==> config.mk <==
export PLATFORM = sky130hd
export DESIGN_NAME = radio_reset_xosc_control
export DESIGN_NICKNAME = d
export VERILOG_FILES = /design/src/radio_ctl_pkg.sv /design/src/carrier_sense_unit.sv /design/src/radio_reset_xosc_control.sv
export SDC_FILE = /design/constraint.sdc
export NUM_CORES = 1
export LEC_CHECK = 0
export BUFFER_PORTS_ARGS = -buffer_cell sky130_fd_sc_hd__buf_2
export CAP_MARGIN = 20
export CORE_ASPECT_RATIO = 0.6
export CORE_MARGIN = 5
export CORE_UTILIZATION = 55
export CTS_CLUSTER_SIZE = 30
export DETAILED_ROUTE_END_ITERATION = 10
export PLACE_DENSITY = 0.76
export SLEW_MARGIN = 15
export SYNTH_ARGS = -nofsm -noshare
export SYNTH_HDL_FRONTEND = slang
export SYNTH_SLANG_ARGS = --single-unit
==> constraint.sdc <==
create_clock -name clock -period 10.3 [get_ports clock]
set_input_delay 3.09 -clock clock [delete_from_list [all_inputs] [get_ports clock]]
set_output_delay 3.09 -clock clock [all_outputs]
set_load 0.01 [all_outputs]
==> src/radio_ctl_pkg.sv <==
package radio_ctl_pkg;

  ////////////////////////////////////////////////////////////////////////////
  // Timing
  localparam int CLOCK_MHZ        = 250;                          // Crystal-side clock rate
  localparam int OSC_START_US     = 150;                          // Oscillator settle time
  localparam int OSC_START_CYCLES = OSC_START_US * CLOCK_MHZ;     // Settle time in cycles
  localparam int RESTART_NS       = 400;                          // Busy time after reset strobe
  localparam int RESTART_CYCLES   = (RESTART_NS * CLOCK_MHZ + 999) / 1000;
  localparam int GDO_CLOCK_DIV    = 192;                          // Default output divider
  localparam int GDO_HALF         = GDO_CLOCK_DIV / 2;            // Toggle interval

  ////////////////////////////////////////////////////////////////////////////
  // Output selections for general_output_zero
  localparam logic [5:0] GDO_SEL_CARRIER = 6'h0E;                 // Carrier sense
  localparam logic [5:0] GDO_SEL_CLK_DIV = 6'h3F;                 // Clock divided by 192

  ////////////////////////////////////////////////////////////////////////////
  // Radio state codes
  localparam logic [4:0] CODE_SLEEP       = 5'h00;
  localparam logic [4:0] CODE_IDLE        = 5'h01;
  localparam logic [4:0] CODE_OSC_OFF     = 5'h02;
  localparam logic [4:0] CODE_RX          = 5'h0D;
  localparam logic [4:0] CODE_RX_OVERFLOW = 5'h11;

  ////////////////////////////////////////////////////////////////////////////
  // Carrier-sense threshold model, half-dB units
  localparam logic signed [9:0] CS_BASE_HALF  = 10'sh33D;         // Base level, -195
  localparam logic signed [9:0] CS_LNA_STEP   = 10'sh005;         // Per front-end step
  localparam logic signed [9:0] CS_DVGA_STEP  = 10'sh00C;         // Per digital step
  localparam logic signed [9:0] CS_TGT_STEP   = 10'sh004;         // Per target step
  localparam logic signed [9:0] CS_HYST_HALF  = 10'sh002;         // Hysteresis band
  localparam logic signed [4:0] CS_OFFSET_MAX = 5'sh07;           // Offset limit, dB
  localparam logic signed [9:0] CS_REL_6DB    = 10'sh00C;
  localparam logic signed [9:0] CS_REL_10DB   = 10'sh014;
  localparam logic signed [9:0] CS_REL_14DB   = 10'sh01C;

  ////////////////////////////////////////////////////////////////////////////
  // Types
  typedef enum logic [2:0] {
    ST_SLEEP, ST_IDLE, ST_OSC_OFF, ST_RX, ST_RX_OVERFLOW
  } radio_state_t;

  typedef struct packed {
    logic       osc_force_on;             // Keep crystal running
    logic [5:0] general_output_zero_sel;                 // general_output_zero source
    logic [2:0] front_end_gain_ceiling;
    logic [1:0] digital_gain_ceiling;
    logic [2:0] channel_level_target;
    logic [3:0] cs_absolute_offset;       // Signed dB offset
    logic [1:0] cs_relative_step;         // 0 off, 1..3 = 6/10/14 dB
  } cfg_t;

  typedef struct packed {
    logic reset_strobe;
    logic osc_off_strobe;
    logic power_down_strobe;
    logic idle_strobe;
    logic rx_strobe;
  } strobes_t;

  localparam cfg_t CFG_RESET = '{osc_force_on: 1'b0, general_output_zero_sel: GDO_SEL_CLK_DIV,
                                 front_end_gain_ceiling: 3'h0, digital_gain_ceiling: 2'h0,
                                 channel_level_target: 3'h3, cs_absolute_offset: 4'h0,
                                 cs_relative_step: 2'h0};

endpackage

==> src/carrier_sense_unit.sv <==
`timescale 1ns/100ps
`default_nettype none
module carrier_sense_unit import radio_ctl_pkg::*; (
  input  wire logic        clock,
  input  wire logic        reset,
  input  wire logic        clear,
  input  wire cfg_t        cfg,
  input  wire logic [7:0]  rssi,
  input  wire logic        rssi_valid,
  output logic             carrier_sense
);

  ////////////////////////////////////////////////////////////////////////////
  // Threshold from gain ceilings, target and clamped offset
  function automatic logic signed [9:0] cs_threshold(input cfg_t c);
    logic signed [4:0] ofs;
    ofs = $signed({c.cs_absolute_offset[3], c.cs_absolute_offset});
    if (ofs < -CS_OFFSET_MAX) ofs = -CS_OFFSET_MAX;
    cs_threshold = CS_BASE_HALF
                 + CS_LNA_STEP * $signed({7'h00, c.front_end_gain_ceiling})
                 + CS_DVGA_STEP * $signed({8'h00, c.digital_gain_ceiling})
                 + CS_TGT_STEP * $signed({7'h00, c.channel_level_target})
                 + {{4{ofs[4]}}, ofs, 1'b0};
  endfunction

  logic signed [9:0] thr;            // Current absolute threshold
  logic signed [9:0] level;          // Sign-extended sample
  logic signed [9:0] prev;           // Sign-extended previous sample
  logic signed [9:0] step;           // Relative step size
  logic [7:0]        prev_r, prev_nxt;
  logic              seen_r, seen_nxt;
  logic              abs_r, abs_nxt;
  logic              rel_r, rel_nxt;
  logic              cs_r, cs_nxt;

  ////////////////////////////////////////////////////////////////////////////
  // Absolute and relative detection
  always_comb begin
    thr      = cs_threshold(cfg);
    level    = $signed({{2{rssi[7]}}, rssi});
    prev     = $signed({{2{prev_r[7]}}, prev_r});
    prev_nxt = prev_r;
    seen_nxt = seen_r;
    abs_nxt  = abs_r;
    rel_nxt  = rel_r;
    case (cfg.cs_relative_step)
      2'h1:    step = CS_REL_6DB;
      2'h2:    step = CS_REL_10DB;
      2'h3:    step = CS_REL_14DB;
      default: step = 10'sh000;
    endcase
    if (rssi_valid) begin
      // Hysteresis around the absolute level
      if (!abs_r && level > thr + CS_HYST_HALF) abs_nxt = 1'b1;
      else if (abs_r && level < thr - CS_HYST_HALF) abs_nxt = 1'b0;
      // Sample-to-sample change detection
      if (cfg.cs_relative_step == 2'h0) begin
        rel_nxt = 1'b0;
      end else if (seen_r && level - prev >= step) begin
        rel_nxt = 1'b1;
      end else if (seen_r && prev - level >= step) begin
        rel_nxt = 1'b0;
      end
      prev_nxt = rssi;
      seen_nxt = 1'b1;
    end
    if (clear) begin
      seen_nxt = 1'b0;
      abs_nxt  = 1'b0;
      rel_nxt  = 1'b0;
    end
    cs_nxt = abs_nxt | rel_nxt;
  end

  always_ff @(posedge clock or posedge reset) begin
    if (reset) begin
      prev_r <= 8'h00;
      seen_r <= 1'b0;
      abs_r  <= 1'b0;
      rel_r  <= 1'b0;
      cs_r   <= 1'b0;
    end else begin
      prev_r <= prev_nxt;
      seen_r <= seen_nxt;
      abs_r  <= abs_nxt;
      rel_r  <= rel_nxt;
      cs_r   <= cs_nxt;
    end
  end

  assign carrier_sense = cs_r;

  property p_cs_off_rel;
    @(posedge clock) disable iff (reset)
      (cfg.cs_relative_step == 2'h0 && rssi_valid && !clear) |=> !rel_r;
  endproperty
  a_cs_off_rel: assert property (p_cs_off_rel)
    else $error("Relative detect active while disabled");

endmodule
`default_nettype wire

==> src/radio_reset_xosc_control.sv <==
`timescale 1ns/100ps
`default_nettype none
// Functional notes
// Threshold combines gains, target and offset
// Offset moves threshold +-7 dB, 1 dB
// Offset resets to zero
// Controller lowers front-end gain before digital; no gain control here, the ceilings only feed the carrier-sense threshold
// Relative detect off or 6/10/14 dB
// States follow strobes and internal events
// Output zero carries clock/192 after reset
// Ready low on data out when selected
// After reset idle, oscillator running
// Ready high until oscillator stable
// Reset strobe restores defaults and idle
// Controller pulses select for manual reset
// Controller waits ready, strobes, waits again
// Later resets use strobe only
// Force bit keeps oscillator running
// Off and sleep strobes honored from idle
// Crystal stops on select rise, restarts on fall
// State code readable for test
// Forced oscillator runs in sleep too
// Select low in sleep wakes to idle
// Absolute carrier sense with hysteresis
module radio_reset_xosc_control import radio_ctl_pkg::*; #(
  parameter int OSC_START_CYC = OSC_START_CYCLES
) (
  input  wire logic       clock,
  input  wire logic       reset,
  input  wire logic       select_n,
  input  wire strobes_t   strobes,
  input  wire logic       cfg_wr,
  input  wire cfg_t       cfg_in,
  input  wire logic       rx_overflow_event,
  input  wire logic [7:0] rssi,
  input  wire logic       rssi_valid,
  output logic            chip_ready_n,
  output logic            so_out,
  output logic            so_oe,
  output logic            osc_enable,
  output logic            regulator_enable,
  output logic [4:0]      radio_state_code,
  output logic            general_output_zero,
  output logic            carrier_sense
);

  localparam int CW = $clog2(OSC_START_CYC + 1);        // Settle counter width
  localparam logic [CW-1:0] OSC_LOAD = OSC_START_CYC[CW-1:0];
  localparam logic [6:0] RST_LOAD = RESTART_CYCLES[6:0];
  localparam logic [6:0] GDO_LAST = 7'(GDO_HALF - 1);

  if (OSC_START_CYC < 1 || OSC_START_CYC > 16777215) begin : g_bad_osc
    $error("OSC_START_CYC out of range");
  end

  ////////////////////////////////////////////////////////////////////////////
  // State code lookup
  function automatic logic [4:0] state_code(input radio_state_t s);
    case (s)
      ST_SLEEP:       state_code = CODE_SLEEP;
      ST_IDLE:        state_code = CODE_IDLE;
      ST_OSC_OFF:     state_code = CODE_OSC_OFF;
      ST_RX:          state_code = CODE_RX;
      ST_RX_OVERFLOW: state_code = CODE_RX_OVERFLOW;
      default:        state_code = CODE_IDLE;
    endcase
  endfunction

  ////////////////////////////////////////////////////////////////////////////
  // Select pin synchroniser and edges
  logic sel_meta_r;                      // First stage
  logic sel_sync_r;                      // Second stage
  logic sel_prev_r;                      // Edge history
  logic sel_fall;
  logic sel_rise;

  always_ff @(posedge clock or posedge reset) begin
    if (reset) begin
      sel_meta_r <= 1'b1;
      sel_sync_r <= 1'b1;
      sel_prev_r <= 1'b1;
    end else begin
      sel_meta_r <= select_n;
      sel_sync_r <= sel_meta_r;
      sel_prev_r <= sel_sync_r;
    end
  end

  assign sel_fall = sel_prev_r & ~sel_sync_r;
  assign sel_rise = ~sel_prev_r & sel_sync_r;

  ////////////////////////////////////////////////////////////////////////////
  // Radio control state, oscillator and regulator
  radio_state_t    state_r, state_nxt;
  logic            osc_en_r, osc_en_nxt;       // Crystal running
  logic            reg_r, reg_nxt;             // Core regulator on
  logic [CW-1:0]   osc_cnt_r, osc_cnt_nxt;     // Cycles to stability
  logic [6:0]      rst_cnt_r, rst_cnt_nxt;     // Busy after reset strobe
  cfg_t            cfg_r, cfg_nxt;             // Configuration fields
  logic            osc_stable;

  assign osc_stable = osc_en_r && (osc_cnt_r == '0);

  always_comb begin
    state_nxt   = state_r;
    osc_en_nxt  = osc_en_r;
    reg_nxt     = reg_r;
    osc_cnt_nxt = osc_cnt_r;
    rst_cnt_nxt = rst_cnt_r;
    cfg_nxt     = cfg_r;
    // Settling counts only while the crystal runs
    if (osc_en_r && osc_cnt_r != '0) osc_cnt_nxt = osc_cnt_r - 1'b1;
    if (rst_cnt_r != 7'h00) rst_cnt_nxt = rst_cnt_r - 7'h01;
    if (cfg_wr) cfg_nxt = cfg_in;
    case (state_r)
      ST_IDLE: begin
        if (strobes.rx_strobe && osc_stable) begin
          state_nxt = ST_RX;
        end else if (strobes.osc_off_strobe) begin
          state_nxt = ST_OSC_OFF;
        end else if (strobes.power_down_strobe) begin
          state_nxt = ST_SLEEP;
        end
      end
      ST_RX: begin
        if (strobes.idle_strobe) state_nxt = ST_IDLE;
        else if (rx_overflow_event) state_nxt = ST_RX_OVERFLOW;
      end
      ST_RX_OVERFLOW: begin
        if (strobes.idle_strobe) state_nxt = ST_IDLE;
      end
      ST_OSC_OFF, ST_SLEEP: begin
        if (sel_fall) begin
          // Wake: regulator and crystal back on
          state_nxt  = ST_IDLE;
          reg_nxt    = 1'b1;
          osc_en_nxt = 1'b1;
        end else if (sel_rise) begin
          if (!cfg_r.osc_force_on) begin
            osc_en_nxt  = 1'b0;
            osc_cnt_nxt = OSC_LOAD;
          end
          if (state_r == ST_SLEEP) reg_nxt = 1'b0;
        end
      end
      default: state_nxt = ST_IDLE;
    endcase
    // Reset strobe overrides state and configuration, loads busy count
    if (strobes.reset_strobe) begin
      state_nxt   = ST_IDLE;
      cfg_nxt     = CFG_RESET;
      rst_cnt_nxt = RST_LOAD;
    end
  end

  always_ff @(posedge clock or posedge reset) begin
    if (reset) begin
      state_r   <= ST_IDLE;
      osc_en_r  <= 1'b1;
      reg_r     <= 1'b1;
      osc_cnt_r <= OSC_LOAD;
      rst_cnt_r <= 7'h00;
      cfg_r     <= CFG_RESET;
    end else begin
      state_r   <= state_nxt;
      osc_en_r  <= osc_en_nxt;
      reg_r     <= reg_nxt;
      osc_cnt_r <= osc_cnt_nxt;
      rst_cnt_r <= rst_cnt_nxt;
      cfg_r     <= cfg_nxt;
    end
  end

  ////////////////////////////////////////////////////////////////////////////
  // Ready indication, divided clock and registered outputs
  logic       ready_n_nxt;
  logic [6:0] div_r, div_nxt;            // Divider count
  logic       gclk_r, gclk_nxt;          // Divided clock
  logic       gdo_nxt;
  logic       ready_n_r, so_out_r, so_oe_r, gdo_r;
  logic [4:0] code_r;

  always_comb begin
    // Ready only once crystal settled and reset work done
    ready_n_nxt = !(osc_stable && rst_cnt_r == 7'h00 && reg_r);
    div_nxt     = div_r + 7'h01;
    gclk_nxt    = gclk_r;
    if (!osc_stable || strobes.reset_strobe) begin
      div_nxt  = 7'h00;
      gclk_nxt = 1'b0;
    end else if (div_r == GDO_LAST) begin
      div_nxt  = 7'h00;
      gclk_nxt = ~gclk_r;
    end
    case (cfg_r.general_output_zero_sel)
      GDO_SEL_CLK_DIV: gdo_nxt = gclk_r;
      GDO_SEL_CARRIER: gdo_nxt = carrier_sense;
      default:         gdo_nxt = 1'b0;
    endcase
  end

  always_ff @(posedge clock or posedge reset) begin
    if (reset) begin
      div_r     <= 7'h00;
      gclk_r    <= 1'b0;
      gdo_r     <= 1'b0;
      ready_n_r <= 1'b1;
      so_out_r  <= 1'b0;
      so_oe_r   <= 1'b0;
      code_r    <= CODE_IDLE;
    end else begin
      div_r     <= div_nxt;
      gclk_r    <= gclk_nxt;
      gdo_r     <= gdo_nxt;
      ready_n_r <= ready_n_nxt;
      so_out_r  <= ready_n_nxt & ~sel_sync_r;
      so_oe_r   <= ~sel_sync_r;
      code_r    <= state_code(state_nxt);
    end
  end

  assign chip_ready_n        = ready_n_r;
  assign so_out              = so_out_r;
  assign so_oe               = so_oe_r;
  assign osc_enable          = osc_en_r;
  assign regulator_enable    = reg_r;
  assign radio_state_code    = code_r;
  assign general_output_zero = gdo_r;

  ////////////////////////////////////////////////////////////////////////////
  // Carrier sense
  carrier_sense_unit u_cs (
    .clock         (clock),
    .reset         (reset),
    .clear         (strobes.reset_strobe),
    .cfg           (cfg_r),
    .rssi          (rssi),
    .rssi_valid    (rssi_valid),
    .carrier_sense (carrier_sense)
  );

  ////////////////////////////////////////////////////////////////////////////
  // Checks
  property p_rst_strobe;
    @(posedge clock) disable iff (reset)
      strobes.reset_strobe |=> state_r == ST_IDLE && cfg_r == CFG_RESET && code_r == CODE_IDLE;
  endproperty
  a_rst_strobe: assert property (p_rst_strobe)
    else $error("Reset strobe did not restore idle");

  property p_off_from_idle;
    @(posedge clock) disable iff (reset)
      (state_r == ST_IDLE && strobes.osc_off_strobe && !strobes.reset_strobe
       && !(strobes.rx_strobe && osc_stable)) |=> state_r == ST_OSC_OFF;
  endproperty
  a_off_from_idle: assert property (p_off_from_idle)
    else $error("Oscillator-off strobe not taken in idle");

  property p_off_not_idle;
    @(posedge clock) disable iff (reset)
      (state_r == ST_RX && strobes.power_down_strobe && !strobes.reset_strobe)
      |=> state_r != ST_SLEEP;
  endproperty
  a_off_not_idle: assert property (p_off_not_idle)
    else $error("Power-down strobe honored outside idle");

  property p_force_on;
    @(posedge clock) disable iff (reset)
      (cfg_r.osc_force_on && osc_en_r && !cfg_wr && !strobes.reset_strobe) |=> osc_en_r;
  endproperty
  a_force_on: assert property (p_force_on)
    else $error("Forced oscillator stopped");

  property p_stop_on_rise;
    @(posedge clock) disable iff (reset)
      ((state_r == ST_OSC_OFF || state_r == ST_SLEEP) && sel_rise && !cfg_r.osc_force_on)
      |=> !osc_en_r;
  endproperty
  a_stop_on_rise: assert property (p_stop_on_rise)
    else $error("Crystal not stopped on select rise");

  property p_wake;
    @(posedge clock) disable iff (reset)
      (state_r == ST_SLEEP && $fell(select_n))
      |-> ##[1:3] (state_r == ST_IDLE && reg_r && osc_en_r);
  endproperty
  a_wake: assert property (p_wake)
    else $error("Sleep not left on select low");

  property p_ready_stable;
    @(posedge clock) disable iff (reset)
      !ready_n_r |-> $past(osc_stable);
  endproperty
  a_ready_stable: assert property (p_ready_stable)
    else $error("Ready shown before oscillator stable");

  property p_so_drive;
    @(posedge clock) disable iff (reset)
      (!sel_sync_r && !ready_n_nxt) |=> so_oe_r && !so_out_r && !chip_ready_n;
  endproperty
  a_so_drive: assert property (p_so_drive)
    else $error("Ready not driven low on data out");

  property p_overflow;
    @(posedge clock) disable iff (reset)
      (state_r == ST_RX && rx_overflow_event && !strobes.idle_strobe && !strobes.reset_strobe)
      |=> state_r == ST_RX_OVERFLOW && code_r == CODE_RX_OVERFLOW;
  endproperty
  a_overflow: assert property (p_overflow)
    else $error("Overflow event not followed");

  property p_code;
    @(posedge clock) disable iff (reset)
      ##1 code_r == state_code(state_r);
  endproperty
  a_code: assert property (p_code)
    else $error("State code mismatch");

endmodule
`default_nettype wire

=== After elaboration in Yosys (flattened, before gate mapping) ===
Cells that the tools add are included.

* Add/sub/neg operators: 11
* Reductions and logical operators: 29
* Multiply operators: 2
* Mux-type cells: 43
* Bitwise operators: 7
* Eq/ne operators: 14
* Magnitude comparators: 5

{| class="wikitable"
|+ Operators with widths
! operator !! count
|-
| 2-to-1 mux 16 bit || 5
|-
| 2-to-1 mux 21 bit || 2
|-
| 2-to-1 mux 7 bit || 4
|-
| 2-to-1 mux 3 bit || 8
|-
| >= comparator 10 x 6 -> 1 bit || 2
|-
| one-hot mux 5 bit (4 select lines) || 1
|-
| 2-to-1 mux 1 bit || 19
|-
| subtractor 8 x 8 -> 9 bit || 2
|-
| zero test 16 bit || 1
|-
| nonzero test 16 bit || 1
|-
| subtractor 16 x 1 -> 16 bit (second input constant) || 1
|-
| one-hot mux 5 bit (3 select lines) || 1
|-
| == test 3 x 2 -> 1 bit (second input constant) || 4
|-
| one-hot mux 3 bit (4 select lines) || 1
|-
| nonzero test 2 bit || 6
|-
| adder 10 bit || 1
|-
| adder 10 x 3 -> 10 bit (second input constant) || 1
|-
| adder 10 x 5 -> 10 bit || 1
|-
| adder 10 x 6 -> 10 bit || 1
|-
| adder 9 x 7 -> 10 bit (first input constant) || 1
|-
| > comparator 8 x 10 -> 1 bit || 1
|-
| < comparator 8 x 10 -> 1 bit || 1
|-
| subtractor 10 x 3 -> 10 bit (second input constant) || 1
|-
| logical AND 1 bit || 9
|-
| 26 further kinds || 36
|}

* Output and inout bits: 12
* Register bits: 81

=== Longest topological paths before layout ===
* Depth in word-level cells: 13
* Gate-level depth with buffers: 23
* Mapped depth without buffers: 23

=== Modules after synthesis ===
A second synthesis with hierarchy kept.

* Cells, all modules: 615
* Area total of the unflattened synthesis: 5831.8 µm²

{| class="wikitable"
|+ By module, submodules not included
! module !! times used !! sequential area each (µm²) !! cells each !! area each (µm²)
|-
| radio_reset_xosc_control || 1 || 1731.7 || 296 || 3218.1
|-
| carrier_sense_unit || 1 || 300.3 || 319 || 2613.8
|}

=== Least setup slack after synthesis ===
No wires, ideal clock.

* Path type: input -> register
* Start: in rssi[1]
* End: reg u_cs.cs_r, in the netlist u_cs.carrier_sense
* Path buffers: 0
* Path slack: 5104 ps
* Required time: 10168 ps
* Library setup time: 132 ps
* Stages on the path: 12
* Arrival: 5065 ps
* Cells stage by stage: inv_1 ha_1 nor2b_4 o21ai_0 nand2_1 ha_1 nand3_1 nand2_1 a21o_1 a211oi_1 a31oi_1 or3b_1

* Longest elaborated chain between the ends: 9
* Elaborated cells on any way between the ends: 20
* Those cells by class: 2 x add/sub; 4 x order compare; 9 x mux; 1 x bitwise; 4 x reduce/logical

{| class="wikitable"
|+ RTL lines
! element !! RTL line !! RTL
|-
| start, declared || radio_reset_xosc_control.sv:35 || <nowiki>input wire logic [7:0] rssi,</nowiki>
|-
| subtractor 8 x 8 -> 9 bit || carrier_sense_unit.sv:61 || <nowiki>end else if (seen_r && prev - level >= step) begin</nowiki>
|-
| >= comparator 10 x 6 -> 1 bit || carrier_sense_unit.sv:61 ||
|-
| logical AND 1 bit || carrier_sense_unit.sv:61 ||
|-
| 2-to-1 mux 1 bit || carrier_sense_unit.sv:61 ||
|-
| 2-to-1 mux 1 bit || carrier_sense_unit.sv:59 || <nowiki>end else if (seen_r && level - prev >= step) begin</nowiki>
|-
| 2-to-1 mux 1 bit || carrier_sense_unit.sv:57 || <nowiki>if (cfg.cs_relative_step == 2'h0) begin</nowiki>
|-
| 2-to-1 mux 1 bit || carrier_sense_unit.sv:52 || <nowiki>if (rssi_valid) begin</nowiki>
|-
| 2-to-1 mux 1 bit || carrier_sense_unit.sv:67 || <nowiki>if (clear) begin</nowiki>
|-
| OR 1 bit (*) || carrier_sense_unit.sv:72 || <nowiki>cs_nxt = abs_nxt | rel_nxt;</nowiki>
|-
| via u_cs.cs_nxt || carrier_sense_unit.sv:34 || <nowiki>logic cs_r, cs_nxt;</nowiki>
|-
| end signal, assigned || carrier_sense_unit.sv:87 || <nowiki>cs_r <= cs_nxt;</nowiki>
|-
| end, declared || carrier_sense_unit.sv:34 ||
|}

Mark *: on every way through the listed nets, which the timed path passes. The rest lies on a longest branch.
A chain may end at the register's enable or synchronous reset.

=== Worst setup path in the final report ===
* Start: reg cfg_r[4] (netlist name)
* End: reg u_cs.cs_r, in the netlist u_cs.carrier_sense

* Longest elaborated chain between the ends: 11
* Elaborated cells on any way between the ends: 14
* Those cells by class: 3 x add/sub; 3 x order compare; 5 x mux; 1 x bitwise; 2 x reduce/logical

{| class="wikitable"
|+ RTL lines
! element !! RTL line !! RTL
|-
| start, declared || radio_reset_xosc_control.sv:99 || <nowiki>cfg_t cfg_r, cfg_nxt;</nowiki>
|-
| start signal, assigned || radio_reset_xosc_control.sv:170 || <nowiki>cfg_r <= cfg_nxt;</nowiki>
|-
| < comparator 4 bit || carrier_sense_unit.sv:18 || <nowiki>if (ofs < -CS_OFFSET_MAX) ofs = -CS_OFFSET_MAX;</nowiki>
|-
| 2-to-1 mux 5 bit (*) || carrier_sense_unit.sv:18 ||
|-
| adder 10 bit (*) || carrier_sense_unit.sv:23 || <nowiki>+ {{4{ofs[4]}}, ofs, 1'b0};</nowiki>
|-
| subtractor 10 x 3 -> 10 bit || carrier_sense_unit.sv:55 || <nowiki>else if (abs_r && level < thr - CS_HYST_HALF) abs_nxt = 1'b0;</nowiki>
|-
| < comparator 8 x 10 -> 1 bit || carrier_sense_unit.sv:55 ||
|-
| logical AND 1 bit || carrier_sense_unit.sv:55 ||
|-
| 2-to-1 mux 1 bit || carrier_sense_unit.sv:55 ||
|-
| 2-to-1 mux 1 bit (*) || carrier_sense_unit.sv:54 || <nowiki>if (!abs_r && level > thr + CS_HYST_HALF) abs_nxt = 1'b1;</nowiki>
|-
| 2-to-1 mux 1 bit (*) || carrier_sense_unit.sv:52 ||
|-
| 2-to-1 mux 1 bit (*) || carrier_sense_unit.sv:67 ||
|-
| via u_cs.abs_nxt || carrier_sense_unit.sv:32 || <nowiki>logic abs_r, abs_nxt;</nowiki>
|-
| OR 1 bit (*) || carrier_sense_unit.sv:72 ||
|-
| via u_cs.cs_nxt || carrier_sense_unit.sv:34 ||
|}

Marks and branches as above.

==> results.yml <==
clocking:
  hold_buffers: 0
  path_clk_slew_ns: 0.06
  clockBufferDepth: 2
  clock_latency_ns: 0.34
  cts_resized: 0
  root_buffer: "clkbuf_16"
  cts_tree: "done"
  cts_setup_buffers: 0
  cts_buffers: 9
  cts_htree_levels: 3
  clkSinkCount: 80
sta:
  rsz0062_at_grt: "no"
  finalSetupTns_ns: 0
  worst_slack_ns: 4.66
  drv_slew: 0
  slew_headroom_pct: 53.4
  clock_skew_ns: 0.00815
  worstMarginPinSlew_ns: 0.700
  fin_crit_ns: 5.64
  fmax_ghz: 0.177
  hold_viol: 0
  setup_viol: 0
  period_share_pct: 54.8
flow_run:
  cap_violations: 0
logic_synthesis:
  synth_seq_area_share_pct: 36.5
  synth_edf_count: 0
  synthCells: 594
  synth.top_cell.area_share_pct: 25.2
  syn_area_per_cell_sq_um: 9.36
  synth_largest_area_cell: "dfrtp_1"
  syn_nets: 712
  synth_xor_area_share_pct: 7.09
  synthMuxAreaShare_pct: 3.80
  synth_area_sq_um: 5560
  yosysWarnings: 0
  synth_top_family_by_area: "adder cells"
  yosysMostFrequentCell: "ha_1"
  synth_fa_ha_area_share_pct: 18.8
  postSynth.asyncResetShare_pct: 100
  yosys.cell_types.count: 59
  synth_seq_cells: 80
  synthTopCellsByCount: "ha_1 (69), inv_1 (68), nor2_1 (63)"
  synthSimpleGateAreaFrac_pct: 17.1
  synth_area_leaders: "dfrtp_1 (25%), ha_1 (16%), dfstp_2 (11%), inv_1 (4.6%), xnor2_1 (4.6%)"
  synthFlopType: "dfrtp_1"
  synth-compound-area-share_pct: 10.9
floorplan:
  start_util_pct: 56.3
  dieArea_sq_um: 12300
  ios: 52
  core_sq_um: 9880
  die_width_um: 140
  rows: 28
  die_h_um: 87.9
worst_hold_path:
  hp-start: "sel_meta_r"
  min_path_cells: 0
  hold_path.class: "flip-flop to flip-flop"
power_and_ir_drop:
  vdd_drop_max_mv: 0.0934
  swShare_pct: 34.7
  p_int_w: 0.000730
  p_seq_share_pct: 34.7
  combPwrFrac_pct: 36.4
  power.total_w: 0.00112
  switching_power_w: 0.000389
  power_density_nw_per_um2: 179
  clkPwrFrac_pct: 28.9
  leakagePower_nw: 3.05
critical_path:
  reg2reg_from: "cfg_r[4]"
  cp-endpoint: "u_cs.carrier_sense"
  worst-r2r-cell-count: 20
  cp_max_fo: 6
  required_ns: 10.51
  regToRegEndpoint: "u_cs.carrier_sense"
  cp-end-kind: "flip-flop"
  worstSetupPathType: "flip-flop to flip-flop"
  startpoint_type: "flip-flop"
  reg2reg_setup_slack_ns: 4.66
  startpoint: "cfg_r[4]"
  critPathArrivalTime_ns: 5.86
placement:
  place_congestion: 0.918
  dpl.hpwl_um: 9300
  dpl-instance-area_sq_um: 5930
  port_buffers: 51
  preCtsSetupSlack_ns: 4.66
finish:
  design_area_sq_um: 6250
  synthToLayoutAreaGrowth_pct: 12.4
  nets: 759
  antennaDiodeCount: 0
  fin_util_pct: 63.3
  drive_gt1_share_pct: 15.8
drt:
  drc: 0
  viasPerCell: 5.60
  vias: 4372
  wire_per_inst_um: 15.8
  wl_um: 12400
  drt_iter0_markers: 271
  dr.pass1.iters: 5
  antenna_left: 0
grt:
  grt_use_total_pct: 21.4
  antenna_found_initial: 0
  grt-ovfl-total: 0
  grt_pass1_vias: 4501
  grt_pass1_wl_um: 21200
  grt_max_degree: 81
run_status:
  outcome: "finished clean"
power by group through the flow:
stage,registers (W),logic (W),clock network [W]
finish,0.000388,0.000408,0.000323
global placement,0.000390,0.000378,0
CTS,0.000388,0.000405,0.000328
detailed placement,0.000392,0.000400,0
floorplan,0.000385,0.000307,0
global route,0.000394,0.000461,0.000343
layout by cell type, fill, tap and decap left out, types with 9 or more instances in the layout:
cell type,count
a21o_1,10
a21oi_1,20
buf_2,51
clkbuf_16,9
dfrtp_1,56
dfstp_2,24
fa_1,9
ha_1,69
inv_1,67
mux2i_1,20
nand2_1,47
nand3_1,13
nor2_1,63
nor3_1,11
o21ai_0,24
xnor2_1,29
xor2_1,16
kinds of logic after synthesis:
kind of cell | after synthesis
AO/OA/AOI/OAI | 94
XOR/XNOR | 45
adder cells (fa/ha/maj) | 78
buffers and inverters | 85
flip-flops | 80
multiplexers | 21
AND/OR/NAND/NOR | 191
routing by layer:
layer  up-vias  wire length (um)  track usage (%)
met3        13               888             5.51
met5         -                 0                0
met2       156              5550             34.1
met4         0               126             5.63
met1      2100              5810             29.5
li1       2103                 -                -
critical path, cell delays in order, from the launching register on:
cell and delay (ns):
dfrtp_1 0.40, o31ai_1 0.31, ha_1 0.30, or2_2 0.28
ha_1 0.19, inv_1 0.07, fa_1 0.44, fa_1 0.42
inv_1 0.06, ha_1 0.18, fa_1 0.51, nor3b_1 0.36
nand2_1 0.09, nor2_1 0.20, nand3b_1 0.12, xor2_1 0.16
ha_1 0.32, o21ai_0 0.19, nand3_1 0.11, o32a_1 0.43
or3b_1 0.39
registers in the layout, indices dropped and copies added (netlist names), 3 cells and up:
register	flops
osc_cnt_r	16
cfg_r	21
div_r	7
u_cs.prev_r	8
radio_state_code	4
rst_cnt_r	7
state_r	3
stage by stage:
step	instances	hold WS [ns]
after floorplan	594	0.345
after global placement	764	0.347
after detailed placement	764	0.347
after CTS	780	0.356
after global routing	781	0.365
final	781	0.356
layout make-up:
type	instances	area, sq um
fill	826	3630
multi-input combinational	429	3210
sequential	80	2030
timing repair buffer	53	290
inverter	68	256
clock buffer	11	243
tap	135	169
clock inverter	5	56.3
how the worst min path moves through the flow:
stage | to | slack (ns)
after global placement | sel_sync_r | 0.35
after detailed placement | sel_sync_r | 0.35
after floorplan | sel_sync_r | 0.35
after CTS | sel_sync_r | 0.36
after global routing | sel_sync_r | 0.37
final | sel_sync_r | 0.36
No activity file was read; power rests on OpenSTA's default activity.
